<file path="src/fsr_pkg.sv">
// package: register map, field layout and types for the flash security block
package fsr_pkg;
  localparam logic [15:0] FSR_ADDR_CLKDIV = 16'h1820;
  localparam logic [15:0] FSR_ADDR_OPTION = 16'h1821;
  localparam logic [15:0] FSR_ADDR_CONFIG = 16'h1823;
  localparam logic [15:0] FSR_ADDR_PROTECT = 16'h1824;
  localparam logic [15:0] FSR_ADDR_STATUS = 16'h1825;
  localparam logic [15:0] FSR_ADDR_COMMAND = 16'h1826;
  localparam logic [15:0] FSR_ADDR_KEY_BASE = 16'hffb0;
  localparam logic [15:0] FSR_ADDR_NV_PROTECT = 16'hffbd;
  localparam logic [15:0] FSR_ADDR_NV_OPTION = 16'hffbf;
  localparam logic [15:0] FSR_ADDR_SECSTAT = 16'h1827;
  localparam int FSR_KEY_BYTES = 8;
  localparam int FSR_KEY_IDX_BITS = 3;
  localparam int FSR_KEY_TOP_BIT = 63;
  localparam int FSR_BYTE_BITS = 8;
  localparam int FSR_OPT_KEY_ENABLE_BIT = 7;
  localparam int FSR_OPT_REDIRECT_OFF_BIT = 6;
  localparam int FSR_OPT_SEC_HIGH_BIT = 1;
  localparam int FSR_OPT_SEC_LOW_BIT = 0;
  localparam int FSR_CNFG_KEY_ACCESS_BIT = 5;
  localparam logic [1:0] FSR_SEC_UNSECURE = 2'h2;
  localparam logic [7:0] FSR_OPT_MASK = 8'hc3;
  localparam logic [7:0] FSR_CNFG_MASK = 8'h20;
  localparam logic [7:0] FSR_BYTE_ZERO = 8'h00;
  localparam logic [7:0] FSR_CLKDIV_RESET = 8'h00;
  localparam logic [7:0] FSR_COMMAND_RESET = 8'h00;
  localparam logic [7:0] FSR_STATUS_RESET = 8'hc0;
  localparam logic [7:0] FSR_STATUS_W1C = 8'h30;
  localparam int FSR_STATUS_BLANK_BIT = 2;
  localparam int FSR_CLKDIV_LOAD_BIT = 7;
  localparam int FSR_SECSTAT_SECURE_BIT = 0;

  typedef enum logic [2:0] {
    FSR_ST_LOAD = 3'h1,
    FSR_ST_SECURE = 3'h2,
    FSR_ST_OPEN = 3'h4
  } fsr_state_t;

  typedef struct packed {
    logic [15:0] addr;
    logic [7:0] wdata;
    logic wr;
    logic rd;
  } fsr_bus_t;

  typedef struct packed {
    logic from_secure;
    logic from_debug;
    logic is_ram;
    logic is_secure_flash;
    logic valid;
  } fsr_mem_req_t;

  typedef struct packed {
    fsr_state_t st;
    logic [7:0] opt;
    logic [7:0] prot;
    logic [7:0] cnfg;
    logic [7:0] clkdiv;
    logic [7:0] status;
    logic [7:0] command;
    logic [FSR_KEY_BYTES-1:0] key_ok;
    logic [FSR_KEY_BYTES-1:0] key_seen;
    logic erased;
    logic [7:0] rdata;
    logic grant;
    logic deny;
    logic secure;
  } fsr_regs_t;
endpackage

</file>
<file path="src/fsr_flash_security.sv">
// flash and ram security: option load, backdoor key, access gating
// ----------------------------------------------------------------
// limitations
// ----------------------------------------------------------------
// the ram array and the flash command sequencer live outside this block;
// only the gate in front of them and the status they report are kept here
//
// Design decision made here: strobed register access.
`timescale 1ns/100ps
module fsr_flash_security
  import fsr_pkg::*;
#(
  parameter int KEY_BYTES = FSR_KEY_BYTES
)(
  input wire logic clk,
  input wire logic rstn,
  input wire logic [63:0] backdoor_key_store,
  input wire logic [7:0] nonvolatile_protect_image,
  input wire logic [7:0] nonvolatile_option_image,
  input wire logic [15:0] reg_addr,
  input wire logic [7:0] reg_wdata,
  input wire logic reg_wr,
  input wire logic reg_rd,
  input wire logic reg_from_secure,
  input wire logic reg_from_debug,
  input wire logic mass_erase_done,
  input wire logic blank_verify_ok,
  input wire fsr_mem_req_t mem_req,
  output logic [7:0] reg_rdata,
  output logic mem_grant,
  output logic mem_deny,
  output logic secure_active
);

  // ----------------------------------------------------------------
  // parameter check
  // ----------------------------------------------------------------
  // the key index is a fixed slice of the address, so only eight bytes fit
  if (KEY_BYTES != FSR_KEY_BYTES)
  begin : g_bad_key
    $error("key length must be eight bytes");
  end

  // ----------------------------------------------------------------
  // reset release
  // ----------------------------------------------------------------
  // reset asserts at once but leaves on a clock edge, so no register
  // sees the release in the middle of a cycle
  logic rst_meta_ff;
  logic rst_sync_ff;

  always_ff @(posedge clk or negedge rstn)
  begin
    if (!rstn)
    begin
      rst_meta_ff <= 1'b0;
      rst_sync_ff <= 1'b0;
    end
    else
    begin
      rst_meta_ff <= 1'b1;
      rst_sync_ff <= rst_meta_ff;
    end
  end

  // ----------------------------------------------------------------
  // declarations
  // ----------------------------------------------------------------
  fsr_regs_t r_ff;
  fsr_regs_t nxt_r;
  fsr_bus_t bus;
  logic [7:0] key_byte [KEY_BYTES];
  logic key_hit;
  logic key_path_ok;
  logic key_unlock;
  logic erase_unlock;
  logic nv_unsec;
  logic sec_now;
  logic mem_blocked;

  assign bus = '{addr: reg_addr, wdata: reg_wdata, wr: reg_wr, rd: reg_rd};

  // ----------------------------------------------------------------
  // key bytes
  // ----------------------------------------------------------------
  // key byte 0 sits at the lowest flash address, most significant byte of the input
  for (genvar i = 0; i < KEY_BYTES; i++)
  begin : g_key
    assign key_byte[i] = backdoor_key_store[FSR_KEY_TOP_BIT-FSR_BYTE_BITS*i -: FSR_BYTE_BITS];
  end

  // ----------------------------------------------------------------
  // key path
  // ----------------------------------------------------------------
  // the key window covers the eight consecutive key store addresses
  assign key_hit = bus.wr &&
                   (bus.addr >= FSR_ADDR_KEY_BASE) &&
                   (bus.addr < FSR_ADDR_KEY_BASE + 16'(KEY_BYTES));

  // debug writes and non-secure code both fail this gate
  assign key_path_ok = r_ff.opt[FSR_OPT_KEY_ENABLE_BIT] &&
                       r_ff.cnfg[FSR_CNFG_KEY_ACCESS_BIT] &&
                       reg_from_secure &&
                       !reg_from_debug;

  // the enable bit is looked at again here, so a stale attempt can never open
  assign key_unlock = (&r_ff.key_seen) &&
                      (&r_ff.key_ok) &&
                      r_ff.opt[FSR_OPT_KEY_ENABLE_BIT];

  // ----------------------------------------------------------------
  // erase path
  // ----------------------------------------------------------------
  // the erase may be reported together with the blank verify or before it
  assign erase_unlock = (r_ff.erased || mass_erase_done) &&
                        blank_verify_ok;

  // ----------------------------------------------------------------
  // security decode
  // ----------------------------------------------------------------
  assign nv_unsec = (nonvolatile_option_image[FSR_OPT_SEC_HIGH_BIT:FSR_OPT_SEC_LOW_BIT] ==
                     FSR_SEC_UNSECURE);
  assign sec_now = (r_ff.st != FSR_ST_OPEN);

  // ram and secure flash are both secure resources
  assign mem_blocked = sec_now &&
                       (mem_req.is_ram || mem_req.is_secure_flash) &&
                       (mem_req.from_debug || !mem_req.from_secure);

  // ----------------------------------------------------------------
  // next state
  // ----------------------------------------------------------------
  always_comb
  begin
    logic [FSR_KEY_IDX_BITS-1:0] kidx;
    logic [7:0] rdv;
    nxt_r = r_ff;
    kidx = bus.addr[FSR_KEY_IDX_BITS-1:0];
    rdv = FSR_BYTE_ZERO;
    nxt_r.grant = 1'b0;
    nxt_r.deny = 1'b0;

    // security state
    case (r_ff.st)
      FSR_ST_LOAD:
      begin
        // first cycle after release: take nonvolatile images
        nxt_r.prot = nonvolatile_protect_image;
        nxt_r.opt = nonvolatile_option_image & FSR_OPT_MASK;
        nxt_r.key_ok = '0;
        nxt_r.key_seen = '0;
        nxt_r.erased = 1'b0;
        if (nv_unsec)
        begin
          nxt_r.st = FSR_ST_OPEN;
        end
        else
        begin
          nxt_r.st = FSR_ST_SECURE;
        end
      end
      FSR_ST_SECURE:
      begin
        // a byte only counts when it arrives over the trusted path
        if (key_hit && key_path_ok)
        begin
          nxt_r.key_seen[kidx] = 1'b1;
          nxt_r.key_ok[kidx] = (bus.wdata == key_byte[kidx]);
        end
        // all eight bytes in: a miss clears the attempt, a full match opens until reset
        if (&r_ff.key_seen)
        begin
          nxt_r.key_seen = '0;
          nxt_r.key_ok = '0;
          if (key_unlock)
          begin
            nxt_r.st = FSR_ST_OPEN;
          end
        end
        // the erase is remembered so a later blank verify can still open
        if (mass_erase_done)
        begin
          nxt_r.erased = 1'b1;
        end
        if (erase_unlock)
        begin
          nxt_r.st = FSR_ST_OPEN;
          nxt_r.status[FSR_STATUS_BLANK_BIT] = 1'b1;
        end
      end
      FSR_ST_OPEN:
      begin
        // stays open until the next reset reloads the option copy
        nxt_r.st = FSR_ST_OPEN;
      end
      default:
      begin
        // an illegal code falls back to the safe side
        nxt_r.st = FSR_ST_SECURE;
      end
    endcase
    nxt_r.secure = (nxt_r.st != FSR_ST_OPEN);

    // memory gate; ram contents are never touched here
    if (mem_req.valid)
    begin
      if (mem_blocked)
      begin
        nxt_r.deny = 1'b1;
      end
      else
      begin
        nxt_r.grant = 1'b1;
      end
    end

    // register writes; the load cycle owns the working copies
    if (bus.wr && (r_ff.st != FSR_ST_LOAD))
    begin
      case (bus.addr)
        FSR_ADDR_CLKDIV:
        begin
          // write-once divider: the load flag locks further writes
          if (!r_ff.clkdiv[FSR_CLKDIV_LOAD_BIT])
          begin
            nxt_r.clkdiv = {1'b1, bus.wdata[FSR_CLKDIV_LOAD_BIT-1:0]};
          end
        end
        FSR_ADDR_CONFIG:
        begin
          nxt_r.cnfg = bus.wdata & FSR_CNFG_MASK;
        end
        FSR_ADDR_PROTECT:
        begin
          nxt_r.prot = bus.wdata;
        end
        FSR_ADDR_STATUS:
        begin
          // clear from the next value so a flag set in this cycle survives
          nxt_r.status = nxt_r.status & ~(bus.wdata & FSR_STATUS_W1C);
        end
        FSR_ADDR_COMMAND:
        begin
          nxt_r.command = bus.wdata;
        end
        default:
        begin
          nxt_r.command = nxt_r.command;
        end
      endcase
    end

    // register reads, data one cycle later
    if (bus.rd)
    begin
      case (bus.addr)
        FSR_ADDR_CLKDIV: rdv = r_ff.clkdiv;
        FSR_ADDR_OPTION: rdv = r_ff.opt;
        FSR_ADDR_CONFIG: rdv = r_ff.cnfg;
        FSR_ADDR_PROTECT: rdv = r_ff.prot;
        FSR_ADDR_STATUS: rdv = r_ff.status;
        FSR_ADDR_COMMAND: rdv = r_ff.command;
        FSR_ADDR_NV_PROTECT: rdv = nonvolatile_protect_image;
        FSR_ADDR_NV_OPTION: rdv = nonvolatile_option_image;
        FSR_ADDR_SECSTAT: rdv[FSR_SECSTAT_SECURE_BIT] = sec_now;
        default: rdv = FSR_BYTE_ZERO;
      endcase
    end
    nxt_r.rdata = rdv;
  end

  // ----------------------------------------------------------------
  // state register
  // ----------------------------------------------------------------
  // reset leaves the block secure; the load cycle, a full key match or an erase with blank verify may open it

  always_ff @(posedge clk or negedge rst_sync_ff)
  begin
    if (!rst_sync_ff)
    begin
      r_ff.st <= FSR_ST_LOAD;
      r_ff.opt <= FSR_BYTE_ZERO;
      r_ff.prot <= FSR_BYTE_ZERO;
      r_ff.cnfg <= FSR_BYTE_ZERO;
      r_ff.clkdiv <= FSR_CLKDIV_RESET;
      r_ff.status <= FSR_STATUS_RESET;
      r_ff.command <= FSR_COMMAND_RESET;
      r_ff.key_ok <= '0;
      r_ff.key_seen <= '0;
      r_ff.erased <= 1'b0;
      r_ff.rdata <= FSR_BYTE_ZERO;
      r_ff.grant <= 1'b0;
      r_ff.deny <= 1'b0;
      r_ff.secure <= 1'b1;
    end
    else
    begin
      r_ff <= nxt_r;
    end
  end

  // ----------------------------------------------------------------
  // outputs
  // ----------------------------------------------------------------
  // every output is a field of the state register, never a decode
  assign reg_rdata = r_ff.rdata;
  assign mem_grant = r_ff.grant;
  assign mem_deny = r_ff.deny;
  assign secure_active = r_ff.secure;
endmodule

</file>
<file path="config.mk">
export PLATFORM = sky130hd
export DESIGN_NAME = fsr_flash_security
export DESIGN_NICKNAME = d
export VERILOG_FILES = /design/src/fsr_pkg.sv /design/src/fsr_flash_security.sv
export SDC_FILE = /design/constraint.sdc
export NUM_CORES = 1
export LEC_CHECK = 0
export ABC_AREA = 1
export BUFFER_PORTS_ARGS = -buffer_cell sky130_fd_sc_hd__buf_2
export CORE_AREA = 5 5 97 99
export DETAILED_ROUTE_END_ITERATION = 16
export DIE_AREA = 0 0 102 104
export PLACE_DENSITY = 0.81
export RECOVER_POWER = 50
export SYNTH_ARGS = -nofsm -noshare
export SYNTH_HDL_FRONTEND = slang
export SYNTH_SLANG_ARGS = --single-unit
</file>
<file path="constraint.sdc">
create_clock -name clk -period 4.7 [get_ports clk]
set_clock_uncertainty 0.05 [all_clocks]
set_input_delay 0.47 -clock clk [delete_from_list [all_inputs] [get_ports clk]]
set_output_delay 0.47 -clock clk [all_outputs]
set_load 0.05 [all_outputs]
</file>
==> summary by stage, run 1 <==
Outcome
The flow ran to the end, and the final reports show no timing, DRC or antenna violations.

Min path
The worst min-delay path startpoint is reg_wdata[4]. The path class of the tightest hold or removal check is input port to register.

Layout
After the last flow step, the layout net total stands at 885. Once layout is complete, the utilization of the core stands at 0.605. The post-synthesis to final-layout area growth is 16.7%. The number of antenna diodes in the final layout is 0. In the final layout, the share of cells above drive strength 1 is 0.235.

Critical path
The cell with the most instances on the worst path is sky130_fd_sc_hd__nand2_1. The endpoint kind of the worst setup timing path is a register. The data arrival time of the critical path is 2.39 ns. The worst setup path startpoint is r_ff[76]$_DFF_PN1_.

The startpoint type of the worst setup path is a register. The top fanout value on the critical path is 26. On the worst path, the slowest cell contributes a delay of roughly 0.56 ns. The critical path required time is 4.94 ns. The worst register-to-register path begins at r_ff[76]$_DFF_PN1_. The type of the worst setup path is register to register. The slowest stage of the critical path is the sky130_fd_sc_hd__dfstp_1 cell. Walking the worst path, the cells encountered are nand3_2, nand2_1, inv_1, nor2_1, nand2_1, nand2_2, nand2_1, nor2_1, nand3_1, nand2_1.

GRT
The largest net degree at the start of global routing is 64. The combined global-route utilization of all metal layers is 0.222. The via count of the first global-routing pass is ~4200. Global routing finished with a remaining overflow of 0. The first global-routing pass estimated 19000 um of wire. The initial antenna violation count is 0.

Detailed routing
The detailed-route wire length per cell is approximately 13 um. The number of nets with antenna violations after detailed routing is 0. The routed layout has about 4400 vias. For this block, the routed nets add up to between 10000 and 15000 um of wire.

In the routed design, unresolved DRC markers number 0. The iteration-0 DRC count of the detailed router is 304. The first-pass iteration count of the detailed router is 5. The detail-routed via count per cell is 4.99.

Yosys
The number of library cell types mapped by synthesis is 37. The post-synthesis average cell area is 6.71 um^2. The main combinational cell family by area after synthesis is simple AND/OR/NAND/NOR gates. The number of nets in the synthesized netlist is ~770. In the synthesized netlist the dominant register cell turns out to be sky130_fd_sc_hd__dfrtp_1.

The fraction of registers with async set/reset is 1.00. Of the total synthesized cell area, the portion taken by full adders, half adders and majority gates is 0. The mux share of post-synthesis cell area is 0. The cell count after synthesis came out at between 600 and 700. The portion of the post-synthesis area used by sequential elements is 0.371. The area fraction in compound gates after synthesis came to 0.0790.

For this run, the number of Yosys warnings is 0. The number of synthesized flops with an enable pin is 0. After synthesis the cells add up to ~4400 um^2. Synthesis inferred 65 register bits. Of the total synthesized cell area, the portion taken by XOR and XNOR cells is 0.

Of the total synthesized cell area, the portion taken by AND, OR, NAND and NOR gates is 0.402.

Clock network
The sink count of the clock tree is 65. TritonCTS built the clock tree. Once the clock tree was built, the resizer swapped 0 gates to a different size. The number of setup buffers added after CTS is 0. Clock latency on the worst-skew pair, taken at its later pin, is 0.35 ns. The CTS buffer count is 9. The count of hold-fix buffers inserted at cts is 1. The number of levels the H-tree was split into is 3. The clock transition time at the flip-flop clock pins of the worst setup and hold paths is approximately 0.070 ns. The clock root buffer is sky130_fd_sc_hd__clkbuf_8. The buffer levels on the longest clock path is 2.

Power
The cell-internal power is approximately 1000 uW. The worst-case IR drop observed on VDD is 117 uV. Summed over all nets, the switching power comes to ~530 uW.

Of the total power, the share spent switching nets is 0.345. Of the total power, registers draw 0.461. The share of total power dissipated in the clock network is 0.269. Of the total power, combinational logic draws 0.270. For this design the ratio of total power to cell area is approximately 300 nW/um^2.

The leakage power summed over all cells is 0.00302 uW.

Floorplan
The number of primary I/O pins is 128. The die is 104 um tall. The site row count is 34. The die covers approximately 11000 um^2.

For this configuration, the core starts out at a cell density of 0.518. The core region is 8470 um^2. The die outline width is roughly 100 um.

STA
Dividing the final minimum period by the clock period gives 0.458. For the pin with the worst max-slew slack, the measured transition is slightly below 0.8 ns. Headroom to the max-slew limit came out at 0.473. Static timing analysis puts the maximum clock frequency at between 400 and 500 MHz. Setup repair after global routing left no endpoint under its margin.

The least setup slack across all paths after layout is ~2.5 ns. The count of final hold-check violations is 0. The routed design could run at a clock period as short as 2.15 ns. The max-slew violation total from the final report was 0. The sum of negative setup slack is 0 ns. Setup violations remaining at the end of the flow were counted as 0.

Job
The number of max-capacitance violations reported is 0.

Placed design
OpenSTA, run right after detailed placement, puts the worst setup slack at approximately 2.3 ns. The count of buffers inserted at the top-level ports is approximately 130. Detailed placement ended at an HPWL of 9230 um. The final estimated routing congestion in global placement is just over 0.9.
synthesized netlist by cell type (2+ instances only):
| master | count | area, um^2 |
|---|---|---|
| sky130_fd_sc_hd__nand4_1 | 6 | 37.5 |
| sky130_fd_sc_hd__dfstp_2 | 2 | 52.6 |
| sky130_fd_sc_hd__a31oi_1 | 2 | 12.5 |
| sky130_fd_sc_hd__nor3_1 | 3 | 15.0 |
| sky130_fd_sc_hd__conb_1 | 2 | 7.51 |
| sky130_fd_sc_hd__buf_2 | 3 | 15.0 |
| sky130_fd_sc_hd__nor2_8 | 2 | 40.0 |
| sky130_fd_sc_hd__inv_1 | 100 | 375 |
| sky130_fd_sc_hd__o21ai_1 | 14 | 70.1 |
| sky130_fd_sc_hd__nor2_2 | 3 | 18.8 |
| sky130_fd_sc_hd__nand3_1 | 79 | 395 |
| sky130_fd_sc_hd__inv_2 | 7 | 26.3 |
| sky130_fd_sc_hd__nor3_2 | 2 | 20.0 |
| sky130_fd_sc_hd__buf_4 | 11 | 82.6 |
| sky130_fd_sc_hd__nor4_1 | 2 | 12.5 |
| sky130_fd_sc_hd__nand3b_1 | 2 | 15.0 |
| sky130_fd_sc_hd__nor2_1 | 40 | 150 |
| sky130_fd_sc_hd__dfrtp_1 | 63 | 1580 |
| sky130_fd_sc_hd__buf_6 | 9 | 101 |
| sky130_fd_sc_hd__a21oi_2 | 2 | 17.5 |
| sky130_fd_sc_hd__a21oi_1 | 13 | 65.1 |
| sky130_fd_sc_hd__nand3_2 | 6 | 60.1 |
| sky130_fd_sc_hd__nand2_2 | 5 | 31.3 |
| sky130_fd_sc_hd__nand2_1 | 226 | 848 |
| sky130_fd_sc_hd__clkbuf_1 | 2 | 7.51 |
| sky130_fd_sc_hd__nor2_4 | 8 | 90.1 |
| sky130_fd_sc_hd__o21ai_0 | 30 | 150 |
final cells by class:
cell class	count	area (um^2)
Inverter	110	420
Clock buffer	13	149
Multi-Input combinational cell	453	2120
Fill cell	808	3350
Timing Repair Buffer	129	652
Clock inverter	3	17.5
Sequential cell	65	1630
Tap cell	108	135
critical path: cells and delay by family (launching register included):
kind,cells,cell delay (ns)
and+or+nand+nor,9,1.41
buffers and inverters,1,0.07
DFF,1,0.56
logic make-up (layout without fill, tap and decap cells):
kind of cell,count (synthesis),in the layout
AND/OR/NAND/NOR,386,386
other,2,2
AO/OA/AOI/OAI,65,65
flip-flops,65,65
buffers and inverters,136,255
state kept, by name (all words and copies together) (netlist names):
register / flops
r_ff: 52
mem_deny: 1
mem_grant: 1
secure_active: 1
rst_meta_ff: 1
rst_sync_ff: 1
reg_rdata: 8
cell usage in the layout (no fill, tap or decap), types with 3 or more instances in the layout:
cell / n
sky130_fd_sc_hd__clkbuf_1: 4
sky130_fd_sc_hd__nor3_1: 3
sky130_fd_sc_hd__inv_2: 7
sky130_fd_sc_hd__nand2_2: 5
sky130_fd_sc_hd__nand3_2: 6
sky130_fd_sc_hd__nor2_2: 3
sky130_fd_sc_hd__inv_1: 100
sky130_fd_sc_hd__nor2_4: 8
sky130_fd_sc_hd__nand2_1: 226
sky130_fd_sc_hd__o21ai_0: 30
sky130_fd_sc_hd__a21oi_1: 13
sky130_fd_sc_hd__buf_2: 126
sky130_fd_sc_hd__o21ai_1: 14
sky130_fd_sc_hd__clkbuf_8: 10
sky130_fd_sc_hd__dfrtp_1: 62
sky130_fd_sc_hd__nand4_1: 6
sky130_fd_sc_hd__nand3_1: 79
sky130_fd_sc_hd__nor2_1: 40
metrics by stage:
step / hold WS, ns / cell area (um^2) / power, uW / std cells
5_1_grt: 0.271 / 5120 / 1630 / 881
2_1_floorplan: 0.124 / 4390 / 993 / 654
3_5_place_dp: 0.215 / 4940 / 1130 / 864
4_1_cts: 0.272 / 5120 / 1540 / 881
3_3_place_gp: 0.205 / 4940 / 1110 / 864
6_report: 0.280 / 5120 / 1530 / 881
power by group through the flow:
| stage | Clock [uW] | Sequential [uW] | Combinational, uW |
|---|---|---|---|
| CTS | 419 | 706 | 413 |
| detailed placement | 0 | 715 | 412 |
| global route | 440 | 716 | 470 |
| finish | 410 | 704 | 412 |
| global placement | 0 | 710 | 401 |
| floorplan | 0 | 725 | 268 |
final timing paths:
| check | to | slack, ns | cells after the start |
|---|---|---|---|
| max | r_ff[24]$_DFFE_PN0P_ | 2.55 | 10 |
| min reg2reg | rst_sync_ff$_DFF_PN0_ | 0.33 | 0 |
| min in group asynchronous | r_ff[14]$_DFFE_PN0P_ | 0.38 | 1 |
| max reg2reg | r_ff[24]$_DFFE_PN0P_ | 2.55 | 10 |
| min | r_ff[40]$_DFFE_PN0P_ | 0.28 | 2 |
| max in group asynchronous | reg_rdata[1]$_DFF_PN0_ | 3.68 | 1 |
layer usage:
metal | part of all wire | global-route usage | vias up
li1 | - | - | 2244
met1 | 0.44 | 0.305 | 1932
met2 | 0.45 | 0.347 | 196
met3 | 0.098 | 0.0537 | 21
met4 | 0.019 | 0.0628 | 0
met5 | 0 | 0 | -
No activity file was read; power rests on OpenSTA's default activity.
==> run 2, diff against run 1 <==
Settings changed: ABC_AREA 1 to 0, CORE_AREA 5 5 97 99 to 5 5 94 96, DIE_AREA 0 0 102 104 to 0 0 99 101, PLACE_DENSITY 0.81 to 0.78.
Clock period 4.7 ns to 2.1 ns, I/O delays scaled along.
==> summary by stage, run 2 <==
Layout
The combined area of the multi-input logic cells came to 2040 um^2 (-3.7%). Ranked by flip-flop count, first place goes to r_ff. The top cell types in the final layout, fill and taps aside, are sky130_fd_sc_hd__buf_2 (124), sky130_fd_sc_hd__dfrtp_1 (63), sky130_fd_sc_hd__nand2_1 (46). The number of flip-flops under the largest register name is 52 (unchanged). The area of all placed cells without fillers is 4940 um^2 (-3.6%). The antenna cell count is 0 (unchanged). The register cell area after layout is 1630 um^2 (about the same). The net count of the finished layout is 650 (-27%). The share of final-layout standard cells stronger than drive strength 1 is 0.387 (+0.151). The number of fill cells in the layout is 687 (-15%). The most common cell after layout, fill and taps aside is sky130_fd_sc_hd__buf_2.

The post-synthesis to final-layout area growth is 27.8%.

Yosys
The portion of the post-synthesis area used by sequential elements came to 0.422 (+0.0503). The number of synthesized flops with an enable pin is 0 (unchanged). The cell type with the highest aggregate area in the netlist is sky130_fd_sc_hd__dfrtp_1.

The flop and latch count out of synthesis was 65 (unchanged). The number of library cell types mapped by synthesis was 60 (+62%). The combined area of all synthesized cells is 3860 um^2 (-12%). The post-synthesis average cell area came to 9.86 um^2 (+47%). The net count after synthesis was 509 (-34%). In the synthesized netlist, the cells that appear most often are sky130_fd_sc_hd__dfrtp_1 (63), sky130_fd_sc_hd__nand2_1 (46), sky130_fd_sc_hd__mux2i_1 (35). The fraction of registers with async set/reset is 1.00 (unchanged). The number of warnings reported in the yosys synthesis log came to 0 (unchanged).

The share of the synthesized area in the top cell type came to 0.408 (+0.0486). The most used flip-flop cell after synthesis is sky130_fd_sc_hd__dfrtp_1. The count of mapped cells out of synthesis is 392 (-40%). The most frequently used cell type in the post-synthesis netlist is sky130_fd_sc_hd__dfrtp_1. Yosys attributes the largest share of cell area to sky130_fd_sc_hd__dfrtp_1 (41%), sky130_fd_sc_hd__mux2i_1 (9.1%), sky130_fd_sc_hd__mux2_2 (4.7%).

Clock network
The sink count of the clock tree is 65 (unchanged). The buffer levels on the longest clock path came to 2 (unchanged). The clock latency on the worst-skew pair came to 0.35 ns (about the same).

The CTS buffer count is 9 (unchanged). TritonCTS built the clock tree. CTS placed an instance of sky130_fd_sc_hd__clkbuf_8 at the clock tree root. The number of levels the H-tree was split into was 3 (unchanged).

The clock transition time at the flip-flop clock pins of the worst setup and hold paths was 0.07 ns (about the same).

Detailed routing
The residual DRC count is 1 (+1). The first-pass iteration count of the detailed router is 12 (+7). The detailed-route wire length per cell is 17.5 um (+30%). The detail-routed via count per cell was 5.67 (+14%). The number of nets with antenna violations after detailed routing is 0 (unchanged).

The iteration-0 DRC count of the detailed router is 178 (-41%). The total vias in the final route is 3645 (-17%). The wire length after detailed routing came to 11200 um (-4.9%).

GRT
The combined global-route utilization of all metal layers came to 0.234 (+0.0114). The largest net degree at the start of global routing came to 34 (-47%). The via count of the first global-routing pass is 3771 (-9.5%). The global-route wire length before repair is 18600 um (-2.3%). The initial antenna violation count is 0 (unchanged). The sum of overflow across all layers after global routing was 0 (unchanged).

Placed design
The count of buffers inserted at the top-level ports is 127 (unchanged). The final estimated routing congestion in global placement is 0.943 (+2.4%). The total cell area at the placement stage was 4720 um^2 (-4.5%). The total half-perimeter wirelength after legalization and detailed placement came to 8740 um (-5.2%).

Critical path
The type of the worst setup path is register to register. The top fanout value on the critical path is 8 (-69%). The data arrival time of the critical path is 2.12 ns (-0.27 ns). The startpoint type of the worst setup path is a register. The critical path required time was 2.31 ns (-2.63 ns). The worst setup path is captured at a register.

STA
The final setup violation count was 0 (unchanged). The count of final hold-check violations is 0 (unchanged). The max-slew violation total from the final report is 0 (unchanged). The final worst-path cycle share is 0.909 (+0.451). The transition time at the pin with the least slew margin is 0.821 ns (+0.0299 ns). The worst slew slack as a fraction of its limit is 0.453 (-0.0199). The sum of negative setup slack is 0 ns (unchanged). The top achievable clock speed came to 524 MHz (+13%). The post-layout minimum cycle time is 1.91 ns (-0.243 ns). The worst hold slack came to 0.0218 ns (-0.258 ns). Setup repair after global routing left no endpoint under its margin.

Power
The post-route total power is 3220 uW (+110%). The leakage power summed over all cells is 0.00234 uW (-22%). The worst voltage drop across the vdd grid is 334 uV (+180%).

The areal power density over the cells is 653 nW/um^2 (+120%).

Job
The number of max-capacitance violations reported is 0 (unchanged).

Floorplan
The core box area is 7970 um^2 (-5.9%). The die outline width is 99 um (-2.9%). The number of primary I/O pins is 128 (unchanged).

The die height is 101 um (-2.9%). The site row count came to 33 (-2.9%). The effective utilization at floorplan is 0.485 (-0.0333). The die footprint is 10000 um^2 (-5.7%).

Outcome
The final reports fail on design-rule violations. The run finished, with violations left.

Min path
The min-delay analysis places its worst path in the category register to async pin.
-- run 2: cell count changes after synthesis, moves of 14 or more --
cell	delta
sky130_fd_sc_hd__nor2_1	-19
sky130_fd_sc_hd__mux2i_1	+35
sky130_fd_sc_hd__o21ai_0	-14
sky130_fd_sc_hd__inv_1	-93
sky130_fd_sc_hd__mux2_2	+16
sky130_fd_sc_hd__a21oi_1	+16
sky130_fd_sc_hd__a22oi_1	+15
sky130_fd_sc_hd__nand3_1	-76
sky130_fd_sc_hd__nand2_1	-180
-- run 2: report_power, final --
part,switching (uW),leakage (uW),internal (uW)
clock network,492,0.000105,643
registers,96.5,0.000855,1380
logic,312,0.00138,298
total,901,0.00234,2320
-- run 2: layout make-up --
class,count,area share
multi-input combinational,289,0.413
sequential,65,0.330
timing repair buffer,161,0.182
clock buffer,12,0.0335
tap,105,0.0266
clock inverter,4,0.0101
inverter,7,0.00532
-- run 2: worst max-delay path, stage by stage (launching register included) --
cell and delay, ns:
sky130_fd_sc_hd__dfstp_1 0.44, sky130_fd_sc_hd__nor2_1 0.31, sky130_fd_sc_hd__o2111ai_1 0.21, sky130_fd_sc_hd__mux2_2 0.32, sky130_fd_sc_hd__a21oi_2 0.14, sky130_fd_sc_hd__nand4_4 0.17, sky130_fd_sc_hd__o21ai_1 0.18
-- run 2: per-stage QoR --
stage / utilization / instances / setup WS, ns
after floorplan: - / 392 / 0.110
after global placement: 0.592 / 626 / 0.0423
after detailed placement: 0.592 / 626 / -0.0402
after CTS: 0.621 / 643 / 0.200
after global routing: 0.619 / 643 / 0.0568
final: 0.619 / 643 / 0.192
-- run 2: final timing paths --
| kind | startpoint | to | slack [ns] | cells past startpoint |
|---|---|---|---|---|
| max in group asynchronous | rst_sync_ff$_DFF_PN0_ | r_ff[66]$_DFF_PN0_ | 0.94 | 1 |
| min in group clk | mem_req[0] | mem_deny$_DFF_PN0_ | 0.05 | 2 |
| hold / removal | rst_sync_ff$_DFF_PN0_ | mem_deny$_DFF_PN0_ | 0.02 | 0 |
| hold reg to reg | rst_sync_ff$_DFF_PN0_ | mem_deny$_DFF_PN0_ | 0.02 | 0 |
| setup / recovery | r_ff[76]$_DFF_PN1_ | r_ff[20]$_DFFE_PN0P_ | 0.19 | 6 |
| setup reg to reg | r_ff[76]$_DFF_PN1_ | r_ff[20]$_DFFE_PN0P_ | 0.19 | 6 |
-- run 2: per-layer routing --
layer / share of wire / up-vias / wire length, um / global-route usage
met3: 0.085 / 18 / 949 / 0.0415
met5: 0 / - / 0 / 0
met4: 0.020 / 0 / 227 / 0.0872
met2: 0.46 / 168 / 5180 / 0.376
li1: - / 1717 / - / -
met1: 0.43 / 1742 / 4860 / 0.316
-- run 2: repair_timing --
item | 4_1_cts | 5_1_grt
hold buffers | 1 | 0
buffers inserted | 0 | 0
endpoints found under the hold margin | 2 | 0
gates resized for setup | 0 | 0
-- run 2: kinds of logic (layout without fill, tap and decap cells) --
kind of cell    Yosys count  count (layout)  share of synthesized area
xor+xnor                  2               2                    0.00453
compound gates          105             105                      0.175
mux                      59              59                      0.177
buf+inv                  38             184                     0.0512
simple gates            121             121                      0.168
other cells               2               2                    0.00194
flops                    65              65                      0.422
==> run 3, diff against run 2 <==
Settings changed: CORE_AREA 5 5 94 96 to 5 5 98 100, DIE_AREA 0 0 99 101 to 0 0 103 105, PLACE_DENSITY 0.78 to 0.75.
Clock period 2.1 ns to 1.5 ns, I/O delays scaled along.
==> summary by stage, run 3 (synthesis results as in run 2) <==
Critical path
The top fanout value on the critical path is 8 (unchanged). The slack of the worst reg-to-reg path is -0.36 ns (-0.56 ns). The data arrival time of the critical path is 2.08 ns (-0.04 ns). The slowest stage of the critical path is the sky130_fd_sc_hd__dfrtp_1 cell. The setup path with the least slack is of type register to register. The critical path required time came to 1.72 ns (-0.59 ns). The number of gates on the worst path with buffers counted is 6 (unchanged). The family of cells with the greatest summed delay on the critical path is simple AND/OR/NAND/NOR gates. The largest stage delay on the critical path came to 0.41 ns (-0.03 ns). The count of buffer and inverter cells on the critical path is 0 (unchanged). STA classifies the critical path startpoint as a register.

The worst-case reg-to-reg path depth is 6 (unchanged). The signal on the critical path passes through nor4bb_2, nand4_1, nor4_4, or2_4, nand3_1, o21ai_1. The endpoint kind of the worst setup timing path is a register.

Detailed routing
The iteration-0 DRC count of the detailed router is 238 (+34%). The detailed-route wire length per cell is 17.9 um (+2.6%). The first-pass iteration count of the detailed router came to 7 (-5). The detail-routed via count per cell was 5.67 (about the same). The total vias in the final route is 3921 (+7.6%).

The wire length after detailed routing is 12400 um (+10%). The number of nets with antenna violations after detailed routing is 0 (unchanged). The residual DRC count is 0 (-1).

Outcome
The flow ran to the end, but the final reports show violations. The final reports fail on negative setup slack.

Floorplan
The die height is 105 um (+4.0%). The core box area is 8590 um^2 (+7.8%). The die footprint is 10800 um^2 (+8.2%).

The die outline width is 103 um (+4.0%). The effective utilization at floorplan was 0.450 (-0.0352). The site row count was 34 (+3.0%). The number of primary I/O pins is 128 (unchanged).

Layout
The number of flip-flops under the largest register name is 52 (unchanged). The antenna cell count is 0 (unchanged). The share of final-layout standard cells stronger than drive strength 1 was 0.487 (+0.101).

The register ranked first by flip-flop count is r_ff. Relative to the synthesized area, the layout overhead comes to 45.5%. The area of all placed cells without fillers came to 5620 um^2 (+14%).

The most common cell after layout, fill and taps aside is sky130_fd_sc_hd__buf_2. The net count of the finished layout is 695 (+6.9%). The final core utilization is 0.654 (+0.0348). The top cell types in the final layout, fill and taps aside, are sky130_fd_sc_hd__buf_2 (126), sky130_fd_sc_hd__dfrtp_1 (61), sky130_fd_sc_hd__buf_4 (57).

Clock network
The CTS buffer count is 9 (unchanged). The number of levels the H-tree was split into came to 3 (unchanged). The buffer levels on the longest clock path is 2 (unchanged). The clock tree from TritonCTS is built. The clock latency on the worst-skew pair is 0.35 ns (about the same).

The sink count of the clock tree is 65 (unchanged). The tree is rooted in a sky130_fd_sc_hd__clkbuf_8. The clock transition time at the flip-flop clock pins of the worst setup and hold paths came to 0.07 ns (about the same).

GRT
The combined global-route utilization of all metal layers is 0.226 (-0.00732). The largest net degree at the start of global routing is 64 (+88%). The global-route wire length before repair came to 19400 um (+4.5%). The highest-utilization routing layer at the global route stage is met2.

The global routing usage on met3 is 0.0380 (-0.00355). The sum of overflow across all layers after global routing is 0 (unchanged). The met1 routing resource usage after global routing was 0.287 (-0.0289). The met2 layer usage reported by global route is 0.381 (+0.00533). The initial antenna violation count was 0 (unchanged). The via count of the first global-routing pass was 4113 (+9.1%).

Placed design
The pre-CTS worst setup slack is -0.551 ns (-0.511 ns). The count of buffers inserted at the top-level ports is 127 (unchanged). The total half-perimeter wirelength after legalization and detailed placement was 9080 um (+3.8%). The total cell area at the placement stage was 5060 um^2 (+7.2%).

The final estimated routing congestion in global placement came to 0.928 (-1.7%).

STA
The post-layout minimum cycle time is 1.86 ns (-0.0432 ns). The transition time at the pin with the least slew margin is 0.873 ns (+0.0514 ns). The least setup slack across all paths after layout is -0.365 ns (-0.557 ns).

Setup repair after global routing could not meet its margin everywhere. The max-slew violation total from the final report is 0 (unchanged). The top achievable clock speed was 536 MHz (+2.3%). The final setup violation count is 48 (+48). The count of final hold-check violations was 0 (unchanged). The final worst-path cycle share is 1.24 (+0.335). The worst slew slack as a fraction of its limit is 0.418 (-0.0343).

Power
The leakage power summed over all cells is 0.00269 uW (+15%). The areal power density over the cells is 841 nW/um^2 (+29%). The worst voltage drop across the vdd grid was 518 uV (+55%).

Min path
The worst hold path class is input port to register. The cell depth of the worst hold path is 2.

Job
The number of max-capacitance violations reported is 0 (unchanged).
## run 3: changes by cell type in the layout (fill, tap and decap cells not counted), moves of 3 or more
cell / before / now
sky130_fd_sc_hd__nor2_1: 21 / 18
sky130_fd_sc_hd__mux2_4: 4 / 8
sky130_fd_sc_hd__nor2_4: 0 / 3
sky130_fd_sc_hd__buf_4: 30 / 57
sky130_fd_sc_hd__o21ai_0: 16 / 5
sky130_fd_sc_hd__a21oi_2: 1 / 6
sky130_fd_sc_hd__buf_12: 1 / 5
sky130_fd_sc_hd__o21ai_1: 9 / 19
sky130_fd_sc_hd__buf_6: 0 / 12
sky130_fd_sc_hd__mux2_2: 16 / 12
sky130_fd_sc_hd__a21oi_1: 29 / 24
sky130_fd_sc_hd__nor4_4: 1 / 5
## run 3: path summary, 6_finish.rpt
kind | from | to
max | r_ff[78]$_DFF_PN0_ | r_ff[24]$_DFFE_PN0P_
min | reg_wdata[5] | r_ff[41]$_DFFE_PN0P_
max reg2reg | r_ff[78]$_DFF_PN0_ | r_ff[24]$_DFFE_PN0P_
min reg2reg | rst_meta_ff$_DFF_PN0_ | rst_sync_ff$_DFF_PN0_
max in group asynchronous | rst_sync_ff$_DFF_PN0_ | r_ff[77]$_DFF_PN0_
min in group asynchronous | rstn | rst_sync_ff$_DFF_PN0_
## run 3: metal layers
metal,routed length [um],vias up
met3,893,28
met4,348,0
met2,6150,182
met1,4990,1896
met5,0,-
li1,-,1815
## run 3: worst register-to-register path, stage by stage, from the launching register on
cell	delay, ns
sky130_fd_sc_hd__dfrtp_1	0.41
sky130_fd_sc_hd__nor4bb_2	0.31
sky130_fd_sc_hd__nand4_1	0.18
sky130_fd_sc_hd__nor4_4	0.35
sky130_fd_sc_hd__or2_4	0.24
sky130_fd_sc_hd__nand3_1	0.10
sky130_fd_sc_hd__o21ai_1	0.14
## run 3: where the power goes
part,internal (uW),switching [uW]
clock network,814,710
registers,1940,139
logic,593,533
total,3340,1380
## run 3: timing repair
action / CTS / global route
hold endpoints to repair: 5 / 0
pin swaps: 12 / 9
cloned: 1 / 1
hold buffers: 3 / 0
gates resized for setup: 34 / 28
endpoints found under the setup margin: 48 / 59
setup buffers: 11 / 3
## run 3: cell type report
class | instances | area, um^2
clock buffers | 10 | 138
clock inverters | 6 | 67.6
flip-flops and latches | 65 | 1630
repair buffers | 206 | 1360
inverters | 7 | 26.3
multi-input cells | 289 | 2260
fillers | 680 | 2970
well taps | 108 | 135
## run 3: through the flow
| step | cells | power (uW) | setup TNS [ns] | hold slack, ns |
|---|---|---|---|---|
| after floorplan | 392 | 2610 | -7.14 | -0.196 |
| after global placement | 659 | 3020 | -16.33 | -0.116 |
| after detailed placement | 659 | 3050 | -19.06 | -0.115 |
| after CTS | 688 | 4670 | -11.74 | 0.00455 |
| after global routing | 691 | 4920 | -15.80 | 0.0227 |
| final | 691 | 4730 | -11.30 | 0.0198 |
